<file path="src/hw/fsr_consts.svh">
// Offsets, field positions, reset values and codes for the flash security and reset control
`ifndef FSR_CONSTS_SVH
`define FSR_CONSTS_SVH
// ****************************************
// Widths
// ****************************************
`define FSR_FA_W        23
`define FSR_RA_W        4
`define FSR_DW          16
// ****************************************
// Flash array locations read by the load sequence
// ****************************************
`define FSR_KEY_LOC     23'h7F_FF00
`define FSR_PROT_LOC    23'h7F_FF0D
`define FSR_CTL_LOC     23'h7F_FF0E
`define FSR_SEC_LOC     23'h7F_FF0F
// ****************************************
// Register offsets
// ****************************************
`define FSR_R_ADDR_HI   4'h0
`define FSR_R_ADDR_LO   4'h1
`define FSR_R_DATA      4'h2
`define FSR_R_CMD       4'h3
`define FSR_R_STATUS    4'h4
`define FSR_R_INT_STAT  4'h5
`define FSR_R_INT_MASK  4'h6
`define FSR_R_KEY       4'h7
`define FSR_R_PROT      4'h8
`define FSR_R_CTL       4'h9
`define FSR_R_SEC       4'hA
// ****************************************
// Commands, field values and reset values
// ****************************************
`define FSR_CMD_PROG    8'h20
`define FSR_CMD_MERASE  8'h41
`define FSR_SEC_OPEN    2'h2
`define FSR_PROT_OPEN   8'hFF
`define FSR_INT_DONE    0
`define FSR_INT_ERR     1
`define FSR_IMG_RST     8'h00
`endif

</file>
<file path="src/hw/fsr_pkg.sv">
// Types shared by the flash security and reset control
`include "fsr_consts.svh"
package fsr_pkg;
    typedef enum logic [5:0] {
        ST_PROT = 6'h01,
        ST_CTL  = 6'h02,
        ST_SEC  = 6'h04,
        ST_KEY  = 6'h08,
        ST_ROM  = 6'h10,
        ST_RUN  = 6'h20
    } fsr_state_e;
    typedef enum logic [1:0] {
        FA_READ   = 2'h0,
        FA_PROG   = 2'h1,
        FA_MERASE = 2'h2,
        FA_BLANK  = 2'h3
    } fsr_op_e;
    typedef struct packed {
        fsr_op_e                 op;
        logic [`FSR_FA_W-1:0]    addr;
        logic [`FSR_DW-1:0]      wdata;
    } fsr_freq_s;
endpackage : fsr_pkg

</file>
<file path="src/hw/fsr_top.sv">
// Flash security, reset load sequence and command completion control
//
// Function
// RULE1 - security state reloaded from security byte each reset
// RULE2 - backdoor unlock leaves protection image untouched
// RULE3 - no backdoor unlock in special single chip mode
// RULE4 - host erases via special mode, mass erase
// RULE5 - secure ROM blank check sets unsecured status
// RULE6 - host programs security byte then resets
// RULE7 - reset load sequence stalls CPU while loading
// RULE8 - reset aborts an active flash command
// RULE9 - interrupt when commands done, buffers empty
// RULE10 - mask bit gates the completion interrupt
`timescale 1ns/1ps
`include "fsr_consts.svh"
module fsr_top (
    input  wire logic                  core_clk,
    input  wire logic                  sys_rst,
    input  wire logic                  clk_en,
    input  wire logic [`FSR_RA_W-1:0]  reg_addr,
    input  wire logic [`FSR_DW-1:0]    reg_wdata,
    input  wire logic                  reg_wr,
    input  wire logic                  reg_rd,
    output logic      [`FSR_DW-1:0]    reg_rdata,
    input  wire logic                  special_mode_pin,
    output fsr_pkg::fsr_freq_s         fa_req,
    output logic                       fa_valid,
    input  wire logic                  fa_done,
    input  wire logic [`FSR_DW-1:0]    fa_rdata,
    output logic                       fa_abort,
    output logic                       cpu_hold,
    output logic                       secured,
    output logic                       unsecured_status_bit,
    output logic                       command_complete_flag,
    output logic                       irq
);
    // ****************************************
    // State
    // ****************************************
    fsr_pkg::fsr_state_e        st_q, st_d;
    fsr_pkg::fsr_freq_s         req_q, req_d;
    logic                       fv_q, fv_d, abort_q, abort_d, hold_q, hold_d;
    logic                       spec_m_q, spec_q;
    logic [7:0]                 prot_q, prot_d, ctl_q, ctl_d, sec_q, sec_d;
    logic [`FSR_DW-1:0]         key_q, key_d, data_q, data_d, rd_q, rd_d;
    logic [`FSR_FA_W-1:0]       addr_q, addr_d;
    logic [7:0]                 cmd_q, cmd_d;
    logic                       af_q, af_d, df_q, df_d, act_q, act_d;
    logic                       bkd_q, bkd_d, blank_q, blank_d, sc_q, sc_d;
    logic                       ccf_q, ccf_d, irq_q, irq_d;
    logic [1:0]                 ist_q, ist_d, imask_q, imask_d, iset;
    logic [`FSR_FA_W-1:0]       ld_addr;

    // Location read in each load state
    always_comb begin
        case (st_q)
            fsr_pkg::ST_PROT: ld_addr = `FSR_PROT_LOC;
            fsr_pkg::ST_CTL:  ld_addr = `FSR_CTL_LOC;
            fsr_pkg::ST_SEC:  ld_addr = `FSR_SEC_LOC;
            default:          ld_addr = `FSR_KEY_LOC;
        endcase
    end

    // ****************************************
    // Next state: load sequence, commands, registers
    // ****************************************
    always_comb begin
        st_d    = st_q;
        req_d   = req_q;
        fv_d    = fv_q;
        abort_d = 1'b0;
        hold_d  = hold_q;
        prot_d  = prot_q;
        ctl_d   = ctl_q;
        sec_d   = sec_q;
        key_d   = key_q;
        data_d  = data_q;
        addr_d  = addr_q;
        cmd_d   = cmd_q;
        af_d    = af_q;
        df_d    = df_q;
        act_d   = act_q;
        bkd_d   = bkd_q;
        blank_d = blank_q;
        imask_d = imask_q;
        iset    = 2'h0;
        rd_d    = '0;
        if (sys_rst) begin
            // Abort whatever is running; the word or sector is left undefined
            abort_d = act_q | fv_q;                       // [RULE8]
            fv_d    = 1'b0;                               // [RULE8]
            act_d   = 1'b0;                               // [RULE8]
            st_d    = fsr_pkg::ST_PROT;                   // [RULE7]
            hold_d  = 1'b1;                               // [RULE7]
            bkd_d   = 1'b0;                               // [RULE1]
            blank_d = 1'b0;
            prot_d  = `FSR_IMG_RST;
            ctl_d   = `FSR_IMG_RST;
            sec_d   = `FSR_IMG_RST;
            key_d   = '0;
            af_d    = 1'b0;
            df_d    = 1'b0;
            cmd_d   = '0;
            imask_d = 2'h0;
        end else begin
            case (st_q)
                // Images are fetched one word at a time while the CPU waits
                fsr_pkg::ST_PROT, fsr_pkg::ST_CTL, fsr_pkg::ST_SEC, fsr_pkg::ST_KEY: begin
                    if (!fv_q) begin
                        fv_d       = 1'b1;                // [RULE7]
                        req_d.op   = fsr_pkg::FA_READ;
                        req_d.addr = ld_addr;
                        req_d.wdata = '0;
                    end else if (fa_done) begin
                        fv_d = 1'b0;
                        case (st_q)
                            fsr_pkg::ST_PROT: begin
                                prot_d = fa_rdata[7:0];   // [RULE7]
                                st_d   = fsr_pkg::ST_CTL;
                            end
                            fsr_pkg::ST_CTL: begin
                                ctl_d = fa_rdata[7:0];    // [RULE7]
                                st_d  = fsr_pkg::ST_SEC;
                            end
                            fsr_pkg::ST_SEC: begin
                                sec_d = fa_rdata[7:0];    // [RULE1] [RULE7]
                                st_d  = fsr_pkg::ST_KEY;
                            end
                            default: begin
                                key_d = fa_rdata;
                                st_d  = spec_q ? fsr_pkg::ST_ROM : fsr_pkg::ST_RUN;
                            end
                        endcase
                    end
                end
                // Secure ROM blank check, only in special single chip mode
                fsr_pkg::ST_ROM: begin
                    if (!fv_q) begin
                        fv_d      = 1'b1;
                        req_d.op  = fsr_pkg::FA_BLANK;
                    end else if (fa_done) begin
                        fv_d    = 1'b0;
                        blank_d = fa_rdata[0];            // [RULE5]
                        st_d    = fsr_pkg::ST_RUN;
                    end
                end
                fsr_pkg::ST_RUN: begin
                    hold_d = 1'b0;
                    if (act_q && fa_done) begin
                        act_d = 1'b0;
                        fv_d  = 1'b0;
                    end
                end
                default: st_d = fsr_pkg::ST_PROT;
            endcase

            // Register writes; buffers only load while no command runs
            if (reg_wr) begin
                if (reg_addr == `FSR_R_ADDR_HI && !act_q) begin
                    addr_d[`FSR_FA_W-1:`FSR_DW] = reg_wdata[`FSR_FA_W-`FSR_DW-1:0];
                end else if (reg_addr == `FSR_R_ADDR_LO && !act_q) begin
                    addr_d[`FSR_DW-1:0] = reg_wdata;
                    af_d = 1'b1;
                end else if (reg_addr == `FSR_R_DATA && !act_q) begin
                    data_d = reg_wdata;
                    df_d   = 1'b1;
                end else if (reg_addr == `FSR_R_CMD) begin
                    cmd_d = reg_wdata[7:0];
                    if (act_q || st_q != fsr_pkg::ST_RUN) begin
                        iset[`FSR_INT_ERR] = 1'b1;
                    end else if (reg_wdata[7:0] == `FSR_CMD_PROG && af_q && df_q) begin
                        act_d       = 1'b1;
                        fv_d        = 1'b1;
                        req_d.op    = fsr_pkg::FA_PROG;
                        req_d.addr  = addr_q;
                        req_d.wdata = data_q;
                        af_d        = 1'b0;
                        df_d        = 1'b0;
                    end else if (reg_wdata[7:0] == `FSR_CMD_MERASE
                                 && prot_q == `FSR_PROT_OPEN) begin
                        // Mass erase only while the protection image reads open (8'hFF), whether written by the host or loaded at reset
                        act_d      = 1'b1;                // [RULE4]
                        fv_d       = 1'b1;
                        req_d.op   = fsr_pkg::FA_MERASE;
                        req_d.addr = addr_q;
                        af_d       = 1'b0;
                        df_d       = 1'b0;
                    end else begin
                        iset[`FSR_INT_ERR] = 1'b1;
                    end
                end else if (reg_addr == `FSR_R_INT_MASK) begin
                    imask_d = reg_wdata[1:0];             // [RULE10]
                end else if (reg_addr == `FSR_R_KEY && st_q == fsr_pkg::ST_RUN) begin
                    // Protection image is not touched by an unlock
                    if (!spec_q && reg_wdata == key_q) begin
                        bkd_d = 1'b1;                     // [RULE2] [RULE3]
                    end
                end else if (reg_addr == `FSR_R_PROT && !act_q) begin
                    prot_d = reg_wdata[7:0];
                end
            end

            // Read data, returned in the following cycle
            if (reg_rd) begin
                if (reg_addr == `FSR_R_ADDR_HI) begin
                    rd_d[`FSR_FA_W-`FSR_DW-1:0] = addr_q[`FSR_FA_W-1:`FSR_DW];
                end else if (reg_addr == `FSR_R_ADDR_LO) begin
                    rd_d = addr_q[`FSR_DW-1:0];
                end else if (reg_addr == `FSR_R_DATA) begin
                    rd_d = data_q;
                end else if (reg_addr == `FSR_R_CMD) begin
                    rd_d[7:0] = cmd_q;
                end else if (reg_addr == `FSR_R_STATUS) begin
                    rd_d[5:0] = {blank_q, secured, spec_q, bkd_q, act_q, ccf_q};
                end else if (reg_addr == `FSR_R_INT_STAT) begin
                    rd_d[1:0] = ist_q;
                end else if (reg_addr == `FSR_R_INT_MASK) begin
                    rd_d[1:0] = imask_q;
                end else if (reg_addr == `FSR_R_PROT) begin
                    rd_d[7:0] = prot_q;
                end else if (reg_addr == `FSR_R_CTL) begin
                    rd_d[7:0] = ctl_q;
                end else if (reg_addr == `FSR_R_SEC) begin
                    rd_d[7:0] = sec_q;
                end
            end
        end
    end

    // Completion flag and sticky interrupt status; a set beats a clear
    always_comb begin
        ccf_d = !act_d && !af_d && !df_d;                 // [RULE9]
        ist_d = ist_q;
        sc_d  = (sec_d[1:0] != `FSR_SEC_OPEN) && !bkd_d && !blank_d;  // [RULE1] [RULE5]
        if (sys_rst) begin
            ist_d = 2'h0;
        end else begin
            if (reg_wr && reg_addr == `FSR_R_INT_STAT) begin
                ist_d = ist_q & ~reg_wdata[1:0];
            end
            ist_d = ist_d | iset;
            if (ccf_d && !ccf_q) begin
                ist_d[`FSR_INT_DONE] = 1'b1;              // [RULE9]
            end
        end
        irq_d = |(ist_d & imask_d);                       // [RULE9] [RULE10]
    end

    // ****************************************
    // Registers; clock enable freezes everything
    // ****************************************
    always_ff @(posedge core_clk) begin
        if (clk_en) begin
            spec_m_q <= special_mode_pin;                 // Pin is asynchronous
            spec_q   <= spec_m_q;
            st_q     <= st_d;
            req_q    <= req_d;
            fv_q     <= fv_d;
            abort_q  <= abort_d;
            hold_q   <= hold_d;
            prot_q   <= prot_d;
            ctl_q    <= ctl_d;
            sec_q    <= sec_d;
            key_q    <= key_d;
            data_q   <= data_d;
            addr_q   <= addr_d;
            cmd_q    <= cmd_d;
            af_q     <= af_d;
            df_q     <= df_d;
            act_q    <= act_d;
            bkd_q    <= bkd_d;
            blank_q  <= blank_d;
            sc_q     <= sc_d;
            ccf_q    <= ccf_d;
            ist_q    <= ist_d;
            imask_q  <= imask_d;
            irq_q    <= irq_d;
            rd_q     <= rd_d;
        end
    end

    // Outputs straight from flops
    assign reg_rdata             = rd_q;
    assign fa_req                = req_q;
    assign fa_valid              = fv_q;
    assign fa_abort              = abort_q;
    assign cpu_hold              = hold_q;
    assign secured               = sc_q;
    assign unsecured_status_bit  = blank_q;
    assign command_complete_flag = ccf_q;
    assign irq                   = irq_q;
endmodule : fsr_top

</file>
<file path="config.mk">
export PLATFORM = sky130hd
export DESIGN_NAME = fsr_top
export DESIGN_NICKNAME = d
export VERILOG_FILES = /design/src/hw/fsr_pkg.sv /design/src/hw/fsr_top.sv
export VERILOG_INCLUDE_DIRS = /design/src /design/src/hw
export SDC_FILE = /design/constraint.sdc
export NUM_CORES = 1
export LEC_CHECK = 0
export ABC_AREA = 1
export BUFFER_PORTS_ARGS = -buffer_cell sky130_fd_sc_hd__buf_2
export CORE_UTILIZATION = 60
export CTS_CLUSTER_SIZE = 40
export DETAILED_ROUTE_END_ITERATION = 10
export PLACE_DENSITY_LB_ADDON = 0.12
export SKIP_LAST_GASP = 1
export SYNTH_ARGS = -nofsm -noshare
export SYNTH_HDL_FRONTEND = slang
export SYNTH_SLANG_ARGS = --single-unit
</file>
<file path="constraint.sdc">
create_clock -name core_clk -period 7.4 [get_ports core_clk]
set_input_delay 0.37 -clock core_clk [delete_from_list [all_inputs] [get_ports core_clk]]
set_output_delay 0.37 -clock core_clk [all_outputs]
set_load 0.02 [all_outputs]
</file>
==> impl_metrics.toml, run 1 <==
[outcome]
status = "finished clean"

[setup_path]
reg2reg_from = "st_q[0]"
r2r_setup_slack_ns = 4.87
cp-start-kind = "primary input"
reg2reg_depth = 10
crit_arrival_ns = 2.97
endpoint_kind = "flip-flop"
r2r_end = "fa_req[35]"
worstPathMaxFanout = 44
cp.required_ns = 7.44
crit_type = "primary input to flip-flop"

[detailed_routing]
dr.pass1.iters = 5
drt-total-wl_mm = 19.32
avgViaCountPerCell = 5.784
final_antenna_net_count = 0
wire_per_inst_um = 18.23
initialDrtViolationCount = 753
vias = 6131
remaining_drc_errors = 0

[global_routing]
antenna_found_initial = 0
grt_first_pass_wirelength_mm = 29.71
grt_remaining_overflow = 0
grt_pass1_vias = 5647
grt_max_degree = 47
grt_usage = 0.3051

[hold_path]
hold_start = "special_mode_pin"
min_to = "spec_m_q"
hold_path.class = "primary input to flip-flop"
min_path_cells = 1

[sta]
fin_skew_ns = 0.007302
finalSetupTns_ns = 0
rsz0062_at_grt = "no"
final_max_slew_viol_count = 0
relSlewSlack = 0.1951
fin_ws_ns = 4.470
fin_crit_sh = 0.3959
period_needed_ns = 2.930
setup_violations = 0
finalHoldViolCount = 0
max_freq_ghz = 0.3413
tightest_slew_ns = 1.201

[cts]
cts_tree = "built"
cts_made_buffers = 17
root_buffer = "clkbuf_16"
clock-sinks = 167
cts_setup_buffers = 0
path_clk_slew_ns = 0.06
ctsHoldBuffers = 0
clockBufferDepth = 2
cts_resized = 0
clk_latency_ns = 0.43
htree_levels = 4

[synth]
synth_cell_type_count = 43
synth_simple_gate_area_frac = 0.1995
synth_seq_cells = 167
synthFlopType = "edfxtp_1"
synth_edf_count = 167
synthXorXnorAreaFrac = 0.005609
async_flop_share = 0
synth_compound_area_frac = 0.08958
synth_most_common_cell = "edfxtp_1"
ys_top_cells_by_count = "167 x edfxtp_1, 156 x nand2_1, 91 x inv_1, 91 x nor2_1, 62 x a21oi_1"
yosys.area.top_type_share = 0.6423
avgSynthCellArea_um2 = 10.19
synthesis.area_um2 = 7807
synthTopCellsByArea = "edfxtp_1 64%, nand2_1 7.5%, inv_1 4.4%"
synth.yosys.seq_area_share = 0.6423
muxShareOfSynthArea = 0
synth_nets = 809
yosys.area.top_type = "edfxtp_1"
synthAdderAreaFrac = 0
synth_top_family_by_area = "simple AND/OR/NAND/NOR gates"
ys_warn_count = 0
synth_cells = 766

[placement]
dp_slack_ns = 3.981
dp.final_hpwl_mm = 13.68
portBuffers = 106
place_congestion = 0.9213

[pwr]
ir_worst_vdd_mv = 0.1489
powerDensity_nw_per_um2 = 238.4
p_leak_uw = 0.003797

[floorplan]
start_util = 0.6162
die_width_um = 116.1
num_rows = 41
core_um2 = 12670
die_area_um2 = 13470
ios = 107
die-height_um = 116.1

[final_layout]
syn_to_final_growth_pct = 16.30
diodes = 0
final_layout_size_suffix_gt1_frac = 0.2050
fin_nets = 919

[flow_run]
maxCapViolations = 0
==> report_power, final <==
part	leakage [uW]	internal [uW]	switching [uW]
combinational	0.00192	51.7	125
sequential	0.00159	1080	18.3
clock	0.000279	526	360
total	0.00380	1660	503
==> state kept, by name, summed over array words and instances, names as in the netlist, 2 cells and up <==
register / count
ist_q: 2
data_q: 16
prot_q: 8
imask_q: 2
ctl_q: 8
st_q: 6
cmd_q: 8
reg_rdata: 16
addr_q: 23
fa_req: 41
sec_q: 8
key_q: 16
==> cells in the final DEF, fill, tap and decap left out, drive strengths merged <==
| cell type | instances |
|---|---|
| a21oi | 64 |
| clkinv | 10 |
| or2 | 2 |
| o31ai | 1 |
| o221ai | 1 |
| o22ai | 2 |
| a41o | 1 |
| xor2 | 3 |
| nand4 | 11 |
| a31oi | 3 |
| a22o | 1 |
| o211ai | 2 |
| o2111ai | 2 |
| clkbuf | 18 |
| buf | 111 |
| xnor2 | 2 |
| nand2 | 163 |
| a221oi | 3 |
| bufinv | 3 |
| nor3 | 16 |
| nand3 | 53 |
| edfxtp | 167 |
| nor2 | 103 |
| o21bai | 1 |
| clkinvlp | 3 |
| o21ai | 44 |
| inv | 98 |
==> area by class of cell <==
type | instances | area (um2)
Inverter | 101 | 381.6
Clock buffer | 18 | 429.2
Clock inverter | 13 | 157.7
Sequential cell | 167 | 5015
Multi-Input combinational cell | 478 | 2313
Tap cell | 172 | 215.2
Timing Repair Buffer | 111 | 568.0
Fill cell | 969 | 3591
==> cell families (layout without fill, tap and decap cells) <==
family | after synthesis | count (layout)
simple gates | 348 | 348
flops | 167 | 167
compound gates | 125 | 125
buf+inv | 121 | 243
xor+xnor | 5 | 5
==> layer usage <==
layer / vias to the layer above / wire (um) / global-route usage
li1: 2837 / - / -
met1: 2857 / 7683 / 0.4104
met2: 378 / 9084 / 0.4774
met3: 59 / 1712 / 0.05126
met4: 0 / 841 / 0.1658
met5: - / 0 / 0
==> how the worst max path moves through the flow <==
| stage | slack [ns] | from | end | cells past startpoint |
|---|---|---|---|---|
| after floorplan | 3.30 | clk_en | addr_q[0] | 4 |
| after global placement | 4.08 | clk_en | addr_q[11] | 7 |
| after detailed placement | 3.98 | clk_en | addr_q[11] | 7 |
| after CTS | 4.41 | clk_en | addr_q[13] | 7 |
| after global routing | 4.18 | clk_en | addr_q[13] | 7 |
| final | 4.47 | clk_en | addr_q[13] | 7 |
==> worst max-delay path, cell delays in order <==
cell and delay, ns:
buf_2 0.07, buf_4 0.49, inv_1 0.26, nor2_4 0.13, buf_4 0.47, inv_1 0.17
nor3_2 0.97
==> metrics by stage <==
stage                     hold slack [ns]  instances  cell area (um2)  power [uW]    util
after floorplan                    0.4003        766             7807        1223       -
after global placement             0.4050       1029             8493        1291  0.6703
after detailed placement           0.4445       1029             8493        1296  0.6703
after CTS                          0.1076       1060             9080        2162  0.7166
after global routing               0.1200       1060             9080        2219  0.7166
final                              0.1151       1060             9080        2165  0.7166
No activity file was read; power rests on OpenSTA's default activity.
==> run 2, diff against run 1 <==
- CORE_UTILIZATION: 60 -> 52
- clock period: 7.4 -> 2.5 ns (I/O delays scaled with it)
==> run 2 against run 1 <==
Compared with the run above:
- register-to-register slack worse by 4.6 ns
- non-clock buffer count is 28 higher
- sequential cell count stayed put
- largest power group unchanged
- utilization is 7.9 points lower
- first-iteration DRC count is 14% lower
- sequential share of layout area is 1.3 points lower
==> impl_metrics.toml, run 2 (synthesized netlist as in run 1, its figures left out) <==
[setup_path]
startpoint = "st_q[2]"
cp.required_ns = 2.78
cpMaxStageDelayCell = "edfxtp_1"
cp_cell_sequence = "nor2_2 -> nand4_2 -> nor2_4 -> nand2_2 -> nor2_2 -> nand2_2 -> inv_2 -> a21oi_1 -> a21oi_1"
crit_arrival_ns = 2.50
cp-start-kind = "flip-flop"
reg2reg_from = "st_q[2]"
cp_top_family = "simple AND/OR/NAND/NOR gates"
endpoint_kind = "flip-flop"
path_buf_inv = 1
crit_type = "flip-flop to flip-flop"
crit_path_max_incr_delay_ns = 0.44
worstPathMaxFanout = 26

[sta]
fin_skew_ns = 0.008142
rsz0062_at_grt = "no"
finalSetupTns_ns = 0
final_max_slew_viol_count = 0
tightest_slew_ns = 0.6790
fin_crit_sh = 0.8897
max_freq_ghz = 0.4496
setup_violations = 0
relSlewSlack = 0.5468
period_needed_ns = 2.224
finalHoldViolCount = 0

[placement]
dp.final_hpwl_mm = 14.49
portBuffers = 106
place_congestion = 0.9263
place_inst = 1051

[detailed_routing]
drt-total-wl_mm = 20.19
wire_per_inst_um = 18.34
wl_met1_mm = 8.510
route.met3.wl_mm = 1.607
top_layer = "met4"
final_antenna_net_count = 0
avgViaCountPerCell = 5.523
initialDrtViolationCount = 647
vias = 6081
remaining_drc_errors = 0
dr.pass1.iters = 5
wl_met2_mm = 9.362

[final_layout]
num-fill-cells = 1180
diodes = 0
layout_commonest_cell = "edfxtp_1"
final_layout_size_suffix_gt1_frac = 0.2061
final_cells = 1101
fin_nets = 947
syn_to_final_growth_pct = 19.18
layout_common_cells = "167 x edfxtp_1, 156 x nand2_1, 106 x buf_2, 91 x inv_1, 90 x nor2_1"
final_util = 0.6378
largest_reg_flops = 41

[floorplan]
die-height_um = 124.5
core_um2 = 14590
die_area_um2 = 15510
start_util = 0.5352
num_rows = 44
die_width_um = 124.5
ios = 107

[global_routing]
grt_usage = 0.2688
antenna_found_initial = 0
grt_pass1_vias = 5751
grt_first_pass_wirelength_mm = 31.24
grt_remaining_overflow = 0
grt_max_degree = 44

[hold_path]
hold_start = "fa_rdata[15]"
hold_path.class = "primary input to flip-flop"

[cts]
clock-sinks = 167
root_buffer = "clkbuf_16"
clk_latency_ns = 0.43
cts_resized = 0
clockBufferDepth = 2
cts_tree = "built"
path_clk_slew_ns = 0.06
ctsHoldBuffers = 18
cts_made_buffers = 17
cts_setup_buffers = 0
htree_levels = 4

[pwr]
p_leak_uw = 0.003888
ir_worst_vdd_mv = 0.5128
powerDensity_nw_per_um2 = 672.7

[flow_run]
maxCapViolations = 0

[outcome]
status = "finished clean"
## run 2: changes by cell type in the layout (fill, tap and decap cells not counted), sizes merged
| cell | previous run | this run |
|---|---|---|
| dlygate4sd3 | 0 | 18 |
| clkbuf | 18 | 20 |
| bufinv | 3 | 1 |
| buf | 111 | 121 |
| clkinvlp | 3 | 5 |
| inv | 98 | 99 |
| clkinv | 10 | 8 |
## run 2: area by class of cell
type	instances	area, um2	area share
timing repair buffer	139	823.3	0.08848
multi-input combinational	478	2313	0.2486
clock inverter	12	105.1	0.01129
sequential	167	5015	0.5389
inverter	101	381.6	0.04101
clock buffer	20	436.7	0.04693
tap	184	230.2	0.02474
## run 2: where the power goes
| group | internal (uW) | leakage, uW | switching, uW | total (uW) |
|---|---|---|---|---|
| Combinational | 178 | 0.00205 | 378 | 555 |
| Sequential | 3210 | 0.00159 | 57.3 | 3260 |
| Clock | 1360 | 0.000245 | 1080 | 2440 |
| Total | 4750 | 0.00389 | 1510 | 6260 |
## run 2: per-layer routing
metal  up-vias  global-route usage
li1       2896                   -
met4         0              0.1254
met1      2852              0.3619
met5         -                   0
met3        49             0.05112
met2       284              0.4222
## run 2: final timing paths
check                            endpoint  slack [ns]  cells past startpoint
worst max-delay path            fa_req[6]        0.28                      9
worst min register to register     spec_q        0.43                      0
worst min-delay path            key_q[15]        0.02                      3
worst max register to register  fa_req[6]        0.28                      9
## run 2: worst reg2reg max path, stage by stage, from the launching register on
cell and delay (ns):
edfxtp_1 0.44, nor2_2 0.20, nand4_2 0.23, nor2_4 0.21, nand2_2 0.08, nor2_2 0.10
nand2_2 0.31, inv_2 0.30, a21oi_1 0.07, a21oi_1 0.14
## run 2: stage by stage
stage	cell area (um2)	setup slack [ns]	hold slack [ns]	total power, uW
6_report	9305	0.2757	0.01934	6260
5_1_grt	9305	0.09268	0.01049	6449
4_1_cts	9305	0.2796	0.003981	6274
3_5_place_dp	8583	0.2837	0.3061	3851
3_3_place_gp	8583	0.3762	0.3036	3835
2_1_floorplan	7820	0.08667	0.2239	3620
